File: src/verilog/cpwm_consts.svh
/*
 * Offsets, field positions, codes and reset values of the compare PWM channel.
 * Assumes inclusion by bare name from the design files.
 */
`ifndef CPWM_CONSTS_SVH
`define CPWM_CONSTS_SVH

// ****************************************************************
// Register word indices (byte address is four times)
// ****************************************************************
`define CPWM_OFF_CTL1      3'h0
`define CPWM_OFF_PRI       3'h1
`define CPWM_OFF_SEC       3'h2
`define CPWM_OFF_PER       3'h3
`define CPWM_OFF_CTL2      3'h4
`define CPWM_OFF_STAT      3'h5

// ****************************************************************
// Control one fields
// ****************************************************************
`define CPWM_IDLE_BIT      13
`define CPWM_TB_MSB        12
`define CPWM_TB_LSB        10
`define CPWM_EN_MSB        9
`define CPWM_EN_LSB        7
`define CPWM_FLAG_MSB      6
`define CPWM_FLAG_LSB      4
`define CPWM_TCLR_BIT      3
`define CPWM_MODE_MSB      2
`define CPWM_CTL1_WMASK    16'h3F8F
`define CPWM_CTL1_RST      16'h0000

// ****************************************************************
// Control two fields
// ****************************************************************
`define CPWM_HOLD_BIT      15
`define CPWM_FOUT_BIT      14
`define CPWM_TRIG_BIT      7
`define CPWM_SYNC_MSB      4
`define CPWM_SYNC_RST      5'h0C

// ****************************************************************
// Codes
// ****************************************************************
`define CPWM_MODE_OFF      3'h0
`define CPWM_MODE_EDGE     3'h6
`define CPWM_MODE_CENTER   3'h7
`define CPWM_TB_PCLK       3'h7
`define CPWM_TB_TMR1       3'h4
`define CPWM_SYNC_NONE     5'h00
`define CPWM_SYNC_SELF     5'h1F

`endif

File: src/verilog/cpwm_pkg.sv
/*
 * Types of the compare PWM channel.
 * Assumes nothing beyond a SystemVerilog compiler.
 */
package cpwm_pkg;
    typedef enum logic {CPWM_RUN, CPWM_FAULT} cpwm_fstate_t;
endpackage : cpwm_pkg

File: src/verilog/cpwm_channel.sv
/*
 * One output compare channel in PWM mode with fault inputs, behind APB.
 * Assumes timer ticks, comparator levels of the chip and cpu_idle come in;
 * fault pins and comparator levels are asynchronous to pclk.
 */
// Operation
// [RULE1] Duty values sit in hidden shadow copies; every PWM update is double-buffered. The code buffers only the duty values; per_q is used directly.
// [RULE2] Edge- or center-aligned waveform, chosen by the three-bit mode field.
// [RULE3] Software loads duty and period compare values before selecting PWM mode.
// [RULE4] Software makes the channel its own sync source with trigger select clear.
// [RULE5] A period value N gives a period of N plus one counts.
// [RULE6] Compare values write anytime; shadows load only when count equals period. The code also loads them every cycle outside PWM mode.
// [RULE7] Both compare values and period zero keep the output low.
// [RULE8] Secondary value above the period keeps the output high.
// [RULE9] A selected timer clocks the counter through its prescaler tick.
// [RULE10] Idle-stop bit 13 set halts the channel while the CPU idles.
// [RULE11] Bits 12..10 pick the time base; 110 and 101 are reserved.
// [RULE12] Bits 9, 8, 7 enable comparator, pin b and pin a faults.
// [RULE13] Fault flags at bits 6, 5, 4 are set by hardware on a fault.
// [RULE14] Fault enables and flags act only in the two PWM modes.
// [RULE15] Comparator one serves channels 1-2, two 3-4, three 5-6.
// [RULE16] Software using fault pins enables the compare interrupt.
// [RULE17] Mode 111 center-aligned, 110 edge-aligned, 000 disabled.
// [RULE18] Fault ends at a new period after the source goes; hold bit waits flags.
// [RULE19] During a fault the output follows the fault-level bit.
// [RULE20] Self-synced counter returns to zero on period match, loading shadows.
// [RULE21] Reset clears all implemented control one bits.
`timescale 1ns/1ns
`default_nettype none
`include "cpwm_consts.svh"
module cpwm_channel
    import cpwm_pkg::*;
#(
    parameter int CHANNEL_INDEX = 1
) (
    input  wire logic        pclk,
    input  wire logic        presetn,
    input  wire logic        psel,
    input  wire logic        penable,
    input  wire logic        pwrite,
    input  wire logic [11:0] paddr,
    input  wire logic [31:0] pwdata,
    output logic      [31:0] prdata,
    output logic             pready,
    output logic             pslverr,
    input  wire logic [4:0]  tmr_tick,
    input  wire logic        sync_in,
    input  wire logic        cpu_idle,
    input  wire logic        fault_pin_a,
    input  wire logic        fault_pin_b,
    input  wire logic [2:0]  comparator_out,
    output logic             compare_output_pin,
    output logic             fault_active
);
    // ****************************************************************
    // Registers
    // ****************************************************************
    logic [15:0]  ctl_q;
    logic [2:0]   flag_q;
    logic [2:0]   flag_d;
    logic [15:0]  pri_q;
    logic [15:0]  sec_q;
    logic [15:0]  per_q;
    logic [4:0]   sync_sel_q;
    logic         trig_q;
    logic         fout_q;
    logic         hold_q;
    logic [15:0]  cnt_q;
    logic [15:0]  pri_s_q;
    logic [15:0]  sec_s_q;
    logic         armed_q;
    cpwm_fstate_t fst_q;

    logic [2:0]   mode;
    logic         pwm;
    logic         tick;
    logic         run;
    logic         per_match;
    logic         self_sync;
    logic         wr_acc;
    logic [2:0]   src_s;
    logic [2:0]   hit;
    logic         pwm_hi;
    logic [31:0]  rd_d;
    logic         map_ok;

    assign mode      = ctl_q[`CPWM_MODE_MSB:0];
    assign pwm       = (mode == `CPWM_MODE_EDGE) || (mode == `CPWM_MODE_CENTER); // [RULE17]
    assign self_sync = (sync_sel_q == `CPWM_SYNC_SELF) && !trig_q;               // [RULE4]
    assign wr_acc    = psel && penable && pready && pwrite;

    // ****************************************************************
    // Input synchronisers and time base
    // ****************************************************************
    // Channel n shares comparator (n-1)/2 with the other channel of its pair
    cpwm_sync2 #(.WIDTH(3)) u_sync (
        .pclk     (pclk),
        .presetn  (presetn),
        .async_in ({comparator_out[(CHANNEL_INDEX-1)/2], fault_pin_b, fault_pin_a}), // [RULE15]
        .sync_out (src_s)
    );

    cpwm_tbsel u_tbsel (
        .tb_sel   (ctl_q[`CPWM_TB_MSB:`CPWM_TB_LSB]),
        .tmr_tick (tmr_tick),
        .tick     (tick)
    );

    assign run = tick && (mode != `CPWM_MODE_OFF)
                 && !(ctl_q[`CPWM_IDLE_BIT] && cpu_idle)                  // [RULE10]
                 && (!trig_q || armed_q);
    assign per_match = run && (cnt_q == per_q);

    // ****************************************************************
    // APB slave
    // ****************************************************************
    assign map_ok = (paddr[11:5] == 7'h00) && (paddr[4:2] <= `CPWM_OFF_STAT);

    always_comb
    begin
        rd_d = 32'h0000_0000;
        case (paddr[4:2])
            `CPWM_OFF_CTL1: rd_d[15:0] = {ctl_q[15:7], flag_q, ctl_q[3:0]};
            `CPWM_OFF_PRI:  rd_d[15:0] = pri_q;
            `CPWM_OFF_SEC:  rd_d[15:0] = sec_q;
            `CPWM_OFF_PER:  rd_d[15:0] = per_q;
            `CPWM_OFF_CTL2: rd_d[15:0] = {hold_q, fout_q, 6'h00, trig_q, 2'h0, sync_sel_q};
            `CPWM_OFF_STAT: rd_d[17:0] = {fault_active, compare_output_pin, cnt_q};
            default:        rd_d = 32'h0000_0000;
        endcase
    end

    // One wait-free access phase: answer is prepared during setup
    always_ff @(posedge pclk or negedge presetn)
    begin
        if (!presetn)
        begin
            pready  <= 1'b0;
            pslverr <= 1'b0;
            prdata  <= 32'h0000_0000;
        end
        else
        begin
            pready  <= psel && !penable;
            pslverr <= psel && !penable && !map_ok;
            prdata  <= (psel && !penable && !pwrite && map_ok) ? rd_d : 32'h0000_0000;
        end
    end

    always_ff @(posedge pclk or negedge presetn)
    begin
        if (!presetn)
        begin
            ctl_q      <= `CPWM_CTL1_RST;                                 // [RULE21]
            pri_q      <= 16'h0000;
            sec_q      <= 16'h0000;
            per_q      <= 16'h0000;
            sync_sel_q <= `CPWM_SYNC_RST;
            trig_q     <= 1'b0;
            fout_q     <= 1'b0;
            hold_q     <= 1'b0;
        end
        else if (wr_acc && map_ok)
        begin
            case (paddr[4:2])
                `CPWM_OFF_CTL1: ctl_q <= pwdata[15:0] & `CPWM_CTL1_WMASK;
                `CPWM_OFF_PRI:  pri_q <= pwdata[15:0];                    // [RULE6]
                `CPWM_OFF_SEC:  sec_q <= pwdata[15:0];                    // [RULE6]
                `CPWM_OFF_PER:  per_q <= pwdata[15:0];
                `CPWM_OFF_CTL2:
                begin
                    hold_q     <= pwdata[`CPWM_HOLD_BIT];
                    fout_q     <= pwdata[`CPWM_FOUT_BIT];
                    trig_q     <= pwdata[`CPWM_TRIG_BIT];
                    sync_sel_q <= pwdata[`CPWM_SYNC_MSB:0];
                end
                default: ctl_q <= ctl_q;
            endcase
        end
    end

    // ****************************************************************
    // Fault flags: hardware set wins over a software clear
    // ****************************************************************
    assign hit = pwm ? (ctl_q[`CPWM_EN_MSB:`CPWM_EN_LSB] & src_s) : 3'h0; // [RULE12] [RULE14]

    always_comb
    begin
        flag_d = flag_q;
        if (wr_acc && map_ok && (paddr[4:2] == `CPWM_OFF_CTL1))
        begin
            flag_d = pwdata[`CPWM_FLAG_MSB:`CPWM_FLAG_LSB];
        end
        flag_d = flag_d | hit;                                            // [RULE13]
    end

    always_ff @(posedge pclk or negedge presetn)
    begin
        if (!presetn)
        begin
            flag_q <= 3'h0;                                               // [RULE21]
        end
        else
        begin
            flag_q <= flag_d;
        end
    end

    // ****************************************************************
    // Counter, trigger arming and shadows
    // ****************************************************************
    always_ff @(posedge pclk or negedge presetn)
    begin
        if (!presetn)
        begin
            armed_q <= 1'b0;
        end
        else if ((mode == `CPWM_MODE_OFF) || !trig_q)
        begin
            armed_q <= 1'b0;
        end
        else if (sync_in && (sync_sel_q != `CPWM_SYNC_NONE))
        begin
            armed_q <= 1'b1;
        end
        else if (ctl_q[`CPWM_TCLR_BIT] && run && (cnt_q == sec_s_q))
        begin
            armed_q <= 1'b0;
        end
    end

    always_ff @(posedge pclk or negedge presetn)
    begin
        if (!presetn)
        begin
            cnt_q <= 16'h0000;
        end
        else if ((mode == `CPWM_MODE_OFF) || (trig_q && !armed_q))
        begin
            cnt_q <= 16'h0000;
        end
        else if (!trig_q && sync_in && !self_sync && (sync_sel_q != `CPWM_SYNC_NONE))
        begin
            cnt_q <= 16'h0000;
        end
        else if (run)
        begin
            // Free-running wraps at all ones; self sync closes the period
            cnt_q <= (per_match && self_sync) ? 16'h0000 : cnt_q + 16'h0001; // [RULE5] [RULE20]
        end
    end

    // Outside PWM the shadows track so the first period uses fresh values
    always_ff @(posedge pclk or negedge presetn)
    begin
        if (!presetn)
        begin
            pri_s_q <= 16'h0000;
            sec_s_q <= 16'h0000;
        end
        else if (!pwm || per_match)
        begin
            pri_s_q <= pri_q;                                             // [RULE1] [RULE6]
            sec_s_q <= sec_q;                                             // [RULE1] [RULE6]
        end
    end

    // ****************************************************************
    // Fault state
    // ****************************************************************
    always_ff @(posedge pclk or negedge presetn)
    begin
        if (!presetn)
        begin
            fst_q <= CPWM_RUN;
        end
        else if (!pwm)
        begin
            fst_q <= CPWM_RUN;                                            // [RULE14]
        end
        else
        begin
            case (fst_q)
                CPWM_RUN:
                    if (hit != 3'h0)
                    begin
                        fst_q <= CPWM_FAULT;                              // [RULE12]
                    end
                CPWM_FAULT:
                    if ((hit == 3'h0) && per_match && (!hold_q || (flag_q == 3'h0)))
                    begin
                        fst_q <= CPWM_RUN;                                // [RULE18]
                    end
                default: fst_q <= CPWM_RUN;
            endcase
        end
    end

    // ****************************************************************
    // Output pin
    // ****************************************************************
    always_comb
    begin
        if (sec_s_q > per_q)
        begin
            pwm_hi = 1'b1;                                                // [RULE8]
        end
        else if (mode == `CPWM_MODE_CENTER)
        begin
            pwm_hi = (cnt_q >= pri_s_q) && (cnt_q < sec_s_q);             // [RULE2]
        end
        else
        begin
            pwm_hi = cnt_q < pri_s_q;                                     // [RULE2] [RULE7]
        end
    end

    always_ff @(posedge pclk or negedge presetn)
    begin
        if (!presetn)
        begin
            compare_output_pin <= 1'b0;
            fault_active       <= 1'b0;
        end
        else
        begin
            compare_output_pin <= !pwm ? 1'b0 : (fst_q == CPWM_FAULT) ? fout_q : pwm_hi; // [RULE19]
            fault_active       <= pwm && (fst_q == CPWM_FAULT);
        end
    end
endmodule : cpwm_channel
`default_nettype wire

File: src/verilog/cpwm_sync2.sv
/*
 * Two-flop synchroniser for a group of asynchronous levels.
 * Assumes pclk and presetn of the channel.
 */
`timescale 1ns/1ns
`default_nettype none
module cpwm_sync2 #(
    parameter int WIDTH = 1
) (
    input  wire logic             pclk,
    input  wire logic             presetn,
    input  wire logic [WIDTH-1:0] async_in,
    output logic      [WIDTH-1:0] sync_out
);
    logic [WIDTH-1:0] meta_q;

    always_ff @(posedge pclk or negedge presetn)
    begin
        if (!presetn)
        begin
            meta_q   <= '0;
            sync_out <= '0;
        end
        else
        begin
            meta_q   <= async_in;
            sync_out <= meta_q;
        end
    end
endmodule : cpwm_sync2
`default_nettype wire

File: src/verilog/cpwm_tbsel.sv
/*
 * Time-base selector: turns the select code into a one-cycle count enable.
 * Assumes timer prescaler ticks are one-cycle pulses on pclk.
 */
`timescale 1ns/1ns
`default_nettype none
`include "cpwm_consts.svh"
module cpwm_tbsel (
    input  wire logic [2:0] tb_sel,
    input  wire logic [4:0] tmr_tick,
    output logic            tick
);
    // Index 0 is timer one, index 4 timer five; codes 3..0 map timers five..two
    always_comb
    begin
        tick = 1'b0;
        case (tb_sel)
            `CPWM_TB_PCLK: tick = 1'b1;                       // [RULE11]
            `CPWM_TB_TMR1: tick = tmr_tick[0];                // [RULE9]
            3'h0, 3'h1, 3'h2, 3'h3: tick = tmr_tick[{1'b0, tb_sel[1:0]} + 3'h1]; // [RULE9]
            default: tick = 1'b0;                             // [RULE11]
        endcase
    end
endmodule : cpwm_tbsel
`default_nettype wire
File: config.mk
export PLATFORM = sky130hd
export DESIGN_NAME = cpwm_channel
export DESIGN_NICKNAME = d
export VERILOG_FILES = /design/src/verilog/cpwm_pkg.sv /design/src/verilog/cpwm_channel.sv /design/src/verilog/cpwm_sync2.sv /design/src/verilog/cpwm_tbsel.sv
export VERILOG_INCLUDE_DIRS = /design/src /design/src/verilog
export SDC_FILE = /design/constraint.sdc
export NUM_CORES = 1
export LEC_CHECK = 0
export BUFFER_PORTS_ARGS = -buffer_cell sky130_fd_sc_hd__buf_2
export CORE_ASPECT_RATIO = 0.9
export CORE_MARGIN = 3
export CORE_UTILIZATION = 40
export DETAILED_ROUTE_END_ITERATION = 6
export SYNTH_ARGS = -nofsm -noshare
export SYNTH_HDL_FRONTEND = slang
export SYNTH_SLANG_ARGS = --single-unit
File: constraint.sdc
create_clock -name pclk -period 2.25 [get_ports pclk]
set_input_delay 0.225 -clock pclk [delete_from_list [all_inputs] [get_ports pclk]]
set_output_delay 0.225 -clock pclk [all_outputs]
set_load 0.02 [all_outputs]
After elaboration in Yosys (flattened, before gate mapping)
Index checks and enable logic that the tools add are counted.

cells by class
  add/subtract/negate cells = 2
  magnitude comparators = 6
  equality and inequality tests = 15
  mux-type cells = 23
  bitwise operators = 3
  reductions and logical operators = 60

operators by type and width
  operator                 count
  $pmux W16 S6             1
  $mux W16                 4
  $eq A16 B16 Y1           2
  $lt A16 B16 Y1           2
  $logic_and A1 B1 Y1      28
  $eq A3 B3 Y1 const B     6
  $mux W18                 1
  $add A16 B1 Y16 const B  1
  $ge A16 B16 Y1           1
  $gt A16 B16 Y1           1
  $logic_not A3 Y1         5
  $eq A3 B2 Y1 const B     4
  $reduce_bool A3 Y1       4
  $mux W1                  11
  $reduce_and A2 Y1        5
  $logic_not A1 Y1         9
  $logic_not A7 Y1         1
  $eq A3 B1 Y1 const B     2
  $logic_or A1 B1 Y1       6
  $mux W3                  2
  $eq A5 B5 Y1 const B     1
  $reduce_bool A5 Y1       1
  $lt A3 B4 Y1 const B     1
  $reduce_or A4 Y1         1
  9 further kinds          9

storage, ports and cells
  bits in registers = 148
  input port bits = 61
  output and inout port bits = 36
  word-level logic and storage cells = 130

Longest topological paths before layout
  depth in word-level cells = 13
  mapped depth = 10

Cells and area by module
Synthesis repeated with hierarchy kept, for this count alone.

second synthesis, totals
  cells, all modules = 735
  area, all modules = 8,027.7 µm²

by module, submodules not included
  module        instances  cells an instance  area each (µm²)
  cpwm_channel  1          711                7,732.4
  cpwm_sync2    1          6                  150.1
  cpwm_tbsel    1          18                 145.1

Worst setup path before layout
OpenSTA, ideal clock, no wires.

  kind = reg-to-reg
  start = register ctl_q[10]
  end = register pri_s_q[0]
  library setup time = 125 ps
  data arrival time = 2,278 ps
  slack = -153 ps
  stages on the path, launching flop included = 11
  buffers on the path = 2
  clock period less this slack = 2,403 ps
  cells stage by stage = dfrtp_1 > inv_2 > ha_1 > inv_1 > or3_4 > a31oi_4 > nor4_2 > or2_1 > buf_6 > buf_12 > mux2_4

between the ends
  cells in the longest elaborated chain, start to end = 9

ends and longest elaborated chain
  item                                   RTL line             text
  from (decl)                            cpwm_channel.sv:58   logic [15:0] ctl_q;
  from (signal assigned)                 cpwm_channel.sv:154  ctl_q <= `CPWM_CTL1_RST;
  from (signal assigned)                 cpwm_channel.sv:166  `CPWM_OFF_CTL1: ctl_q <= pwdata[15:0] & `CPWM_CTL1_WMASK;
  from (signal assigned)                 cpwm_channel.sv:177  default: ctl_q <= ctl_q;
  $add A2 B1 Y3                          cpwm_tbsel.sv:20     3'h0, 3'h1, 3'h2, 3'h3: tick = tmr_tick[{1'b0, tb_sel[1:0]} + 3'h1];
  $bmux W1 S3                            cpwm_tbsel.sv:20
  $mux W1 (not written as such)          cpwm_tbsel.sv:20
  $pmux W1 S3 (*)                        cpwm_tbsel.sv:17     case (tb_sel)
  $logic_and A1 B1 Y1 (*) (3 in series)  cpwm_channel.sv:109  assign run = tick && (mode != `CPWM_MODE_OFF)
  $logic_and A1 B1 Y1 (*)                cpwm_channel.sv:112  assign per_match = run && (cnt_q == per_q);
  $logic_or A1 B1 Y1 (*)                 cpwm_channel.sv:261  else if (!pwm || per_match)
  to (signal assigned)                   cpwm_channel.sv:263  pri_s_q <= pri_q;
  to (decl)                              cpwm_channel.sv:69   logic [15:0] pri_s_q;

Mark *: on every way between the ends. The rest lies on a longest branch, timed or not. The select of a mux whose other input is x is not followed.
A chain may end at the register's enable or synchronous reset.

Worst setup path after layout
  start = register per_q[5]
  end = register cnt_q[15]

between the ends
  cells in the longest elaborated chain, start to end = 7

ends and longest elaborated chain
  item                    RTL line             text
  from (decl)             cpwm_channel.sv:63   logic [15:0] per_q;
  from (signal assigned)  cpwm_channel.sv:169  `CPWM_OFF_PER: per_q <= pwdata[15:0];
  $eq A16 B16 Y1          cpwm_channel.sv:112
  $logic_and A1 B1 Y1     cpwm_channel.sv:112
  $logic_and A1 B1 Y1     cpwm_channel.sv:249  cnt_q <= (per_match && self_sync) ? 16'h0000 : cnt_q + 16'h0001;
  $mux W16                cpwm_channel.sv:249
  $mux W16                cpwm_channel.sv:246  else if (run)
  $mux W16                cpwm_channel.sv:242  else if (!trig_q && sync_in && !self_sync && (sync_sel_q != `CPWM_SYNC_NONE))
  $mux W16                cpwm_channel.sv:238  else if ((mode == `CPWM_MODE_OFF) || (trig_q && !armed_q))
  to (signal assigned)    cpwm_channel.sv:249
  to (decl)               cpwm_channel.sv:68   logic [15:0] cnt_q;

No other way between the ends. The select of a mux whose other input is x is not followed.

==> results by group <==
Worst setup path
  • WP data required: 2570 ps
  • Crit Path Category: reg2reg
  • CP endpoint kind: flop
  • CP Data Arrival Time: 2750 ps
  • Worst Setup Start Kind: flop
  • Worst-path fanout max: 3

Die
  • Die area: around 22,000 um2
  • Initial Util: just over 40%
  • Chip height: 141.3 um
  • Cell Rows: 48
  • Io pins: just under 100
  • Core ar.: 19,580 um2
  • Chip width: ~160 um

GRT
  • Global-route wire length before repair: about 38,000 um
  • Total gr overflow: 0
  • Via count of the first global-routing pass: 6,398
  • Initial antenna violation count: 0
  • Largest net degree at the start of global routing: 54
  • Tot GR Track Use: 22.58%

Logic synthesis
  • Mapped cell area: 8134 um2
  • Leading area contributor after synthesis: dfrtp_1
  • Post-synthesis sequential area ratio: 45.56%
  • Post-synth top area share: 44.92%
  • Post-Synth Adder-Cell Area: under 10%
  • Cells after synthesis: approximately 740
  • Cell with the most instances after synthesis: dfrtp_1
  • Most frequent cells after synthesis: dfrtp_1 (146), mux2_2 (59), inv_1 (58)
  • Yosys warns: 0
  • Main combinational cell family by area after synthesis: multiplexers
  • Register bit total from synthesis: 148
  • Ys flop type: dfrtp_1
  • Yosys cell types: between 60 and 70
  • Multiplexer share of the synthesized area: 16.60%
  • Async set or reset register ratio after synthesis: 100.0%
  • Synth top area cells: dfrtp_1 (45%), mux2_2 (8.2%), ha_1 (8.2%), mux2_4 (5.5%), inv_1 (2.7%)
  • Post-Synth XOR/XNOR Area: under 10%
  • Synth Area in Compound Gates: 10.89%
  • Synthesized area per cell: 11.02 um2
  • Synth Area in Simple Gates: a little over a tenth
  • EDFF count, synth: 0

STA
  • Fin crit share: 108.0%
  • Final setup viols: 43
  • Skew final: 10.84 ps
  • Hold Fails Final Rpt: 0
  • Fmax: 411.6 MHz
  • Worst hold margin: 44.75 ps
  • Tmin final: between 2000 and 2500 ps
  • Final WS setup: -179.8 ps
  • Slew Limit Fails: 0
  • Max_slew headroom: ~57%
  • Slew @ Worst Pin: approximately 650 ps
  • RSZ-0062 raised after global routing: yes

Pwr
  • Clock Power Share: 50.0%
  • Worst vdd ir: slightly below 500 uV
  • Total power: 5.918 mW
  • Share of total power in sequential cells: a little under half
  • Leak: roughly 5.2 nW
  • Sw Ratio: a little under a quarter
  • P_int: between 4 and 5 mW
  • Cell Pwr Density: 561.4 nW/um2
  • P_sw: 1.374 mW
  • Gate power share: 4.8%

Route
  • Wire per inst: between 20 and 25 um
  • Initial DRC Count: 554
  • Post-route DRC: 0
  • Vias: approximately 6,600
  • Pre-antenna DRT Iters: 5
  • Final wirelength: 24,590 um
  • Drt via density: about 5.5
  • Post-route ant nets: 0

Clocking
  • Clk root buf: clkbuf_16
  • Worst-path clk slew: ~60 ps
  • Worst skew pair latency: 440 ps
  • H-tree Lvls: 4
  • TritonCTS clock tree: done
  • CTS Sinks: ~150
  • CTS Buf Count: 17
  • Clk buf depth: 2

Placement
  • Dpl ws: -257.8 ps
  • Placed cells: 1,135
  • Port Buffer Count: 62
  • Dpl hpwl: 18,120 um
  • GPL Wtd Cong: 0.9318

Layout
  • Antenna diode count: 0
  • Fillcell total: ~1,700
  • Non-filler instance count after layout: about 1,200
  • Final core utilization: 53.85%
  • Sequential cell area: 3707 um2
  • NumNets Final: 1,036
  • Area growth, synth to finish: 29.61%
  • Share of cells above drive strength 1: between 30% and 40%
  • Multi-input gate area: 4248 um2

Run
  • Max cap viols: 0

Status
  • Failing checks: setup timing
  • Outcome: finished with violations

Hold path
  • Min-delay worst type: in2reg
[per-layer routing]
layer | part of all wire, % | up-vias | GRT usage (%)
met2 | 45 | 235 | 33.68
met3 | 6.4 | 37 | 5.520
met5 | 0 | - | 0
met1 | 46 | 3300 | 32.48
li1 | - | 2999 | -
met4 | 2.2 | 0 | 7.186
[state kept, by name, summed over array words and instances, names as in the netlist, 5 cells and up]
register,count
prdata,18
ctl_q,11
sync_sel_q,5
cnt_q,16
sec_s_q,16
pri_s_q,16
sec_q,16
pri_q,16
per_q,16
[power by group through the flow]
stage | sequential, mW | combinational (mW) | clock, mW
finish | 2.67 | 0.286 | 2.96
floorplan | 2.73 | 0.113 | 0
detailed placement | 2.72 | 0.275 | 0
global placement | 2.72 | 0.276 | 0
CTS | 2.67 | 0.284 | 2.99
global route | 2.67 | 0.310 | 3.11
[path summary, 6_finish.rpt]
| kind | slack (ps) | endpoint | depth (start not counted) | startpoint |
|---|---|---|---|---|
| setup / recovery | -180 | cnt_q[15]$_DFFE_PN0P_ | 8 | per_q[5]$_DFFE_PN0P_ |
| hold / removal | 40 | per_q[5]$_DFFE_PN0P_ | 3 | pwdata[5] |
| setup reg to reg | -180 | cnt_q[15]$_DFFE_PN0P_ | 8 | per_q[5]$_DFFE_PN0P_ |
| hold reg to reg | 350 | u_sync.sync_out[0]$_DFF_PN0_ | 0 | u_sync.meta_q[0]$_DFF_PN0_ |
| max in group asynchronous | 1200 | ctl_q[10]$_DFFE_PN0P_ | 3 | presetn |
| min in group asynchronous | 330 | pri_s_q[3]$_DFFE_PN0P_ | 2 | presetn |
[metrics by stage]
step                cell area [um2]  setup TNS, ps
floorplan                      8195          -1484
global placement               9462          -9906
detailed placement             9462          -9312
CTS                           10310          -5422
global route                  10540          -8389
finish                        10540          -5495
[logic make-up after synthesis]
kind of cell | after synthesis
AO/OA/AOI/OAI | 136
XOR/XNOR | 16
adder cells (fa/ha/maj) | 53
buffers and inverters | 100
flip-flops | 148
multiplexers | 110
other | 1
AND/OR/NAND/NOR | 174
[critical path, stage by stage (launching register included)]
cell and delay [ps]:
dfrtp_1 410, xor2_1 180, nor4_1 280, buf_4 170, nand4_1 200, buf_4 210
or4_4 450, a31o_1 240, a22o_1 180
[area by class of cell]
type	count	area share, %
Timing Repair Buffer	193	13.77
Tap cell	250	2.967
Multi-Input combinational cell	503	40.29
Clock inverter	11	1.436
Sequential cell	148	35.17
Inverter	59	2.101
Clock buffer	21	4.272
[what timing repair did]
item | 4_1_cts | 5_1_grt
endpoints found under the setup margin | 50 | 50
hold buffers | 4 | 0
endpoints found under the hold margin | 52 | 0
cloned | 0 | 1
resized for setup | 35 | 38
pin swaps | 20 | 17
setup buffers | 7 | 7
[layout by cell type, fill, tap and decap left out, types with 4 or more instances in the layout]
master	Yosys	routed
mux2_2	59	58
buf_4	16	108
nand2b_1	6	6
a22oi_1	6	6
nand3_1	23	23
o21ai_2	0	6
o21ai_0	43	36
and3_1	7	7
nand2_1	44	42
buf_12	3	6
nor3_1	7	7
nand4_1	10	10
a222oi_1	7	7
a21o_1	5	5
buf_6	1	12
a21oi_2	0	10
o31ai_1	5	4
a21oi_1	34	23
clkbuf_16	0	18
ha_1	53	49
or3_1	11	7
a22o_1	6	6
xor2_1	16	16
buf_2	7	61
nor2_1	35	33
ha_4	0	4
mux2i_1	19	19
nor2b_1	7	5
dfrtp_1	146	145
nor4_1	6	5
conb_1	1	14
or3_4	1	6
dlygate4sd3_1	0	4
mux2_4	30	31
inv_1	58	57
Power figures use the tool's default switching activity.
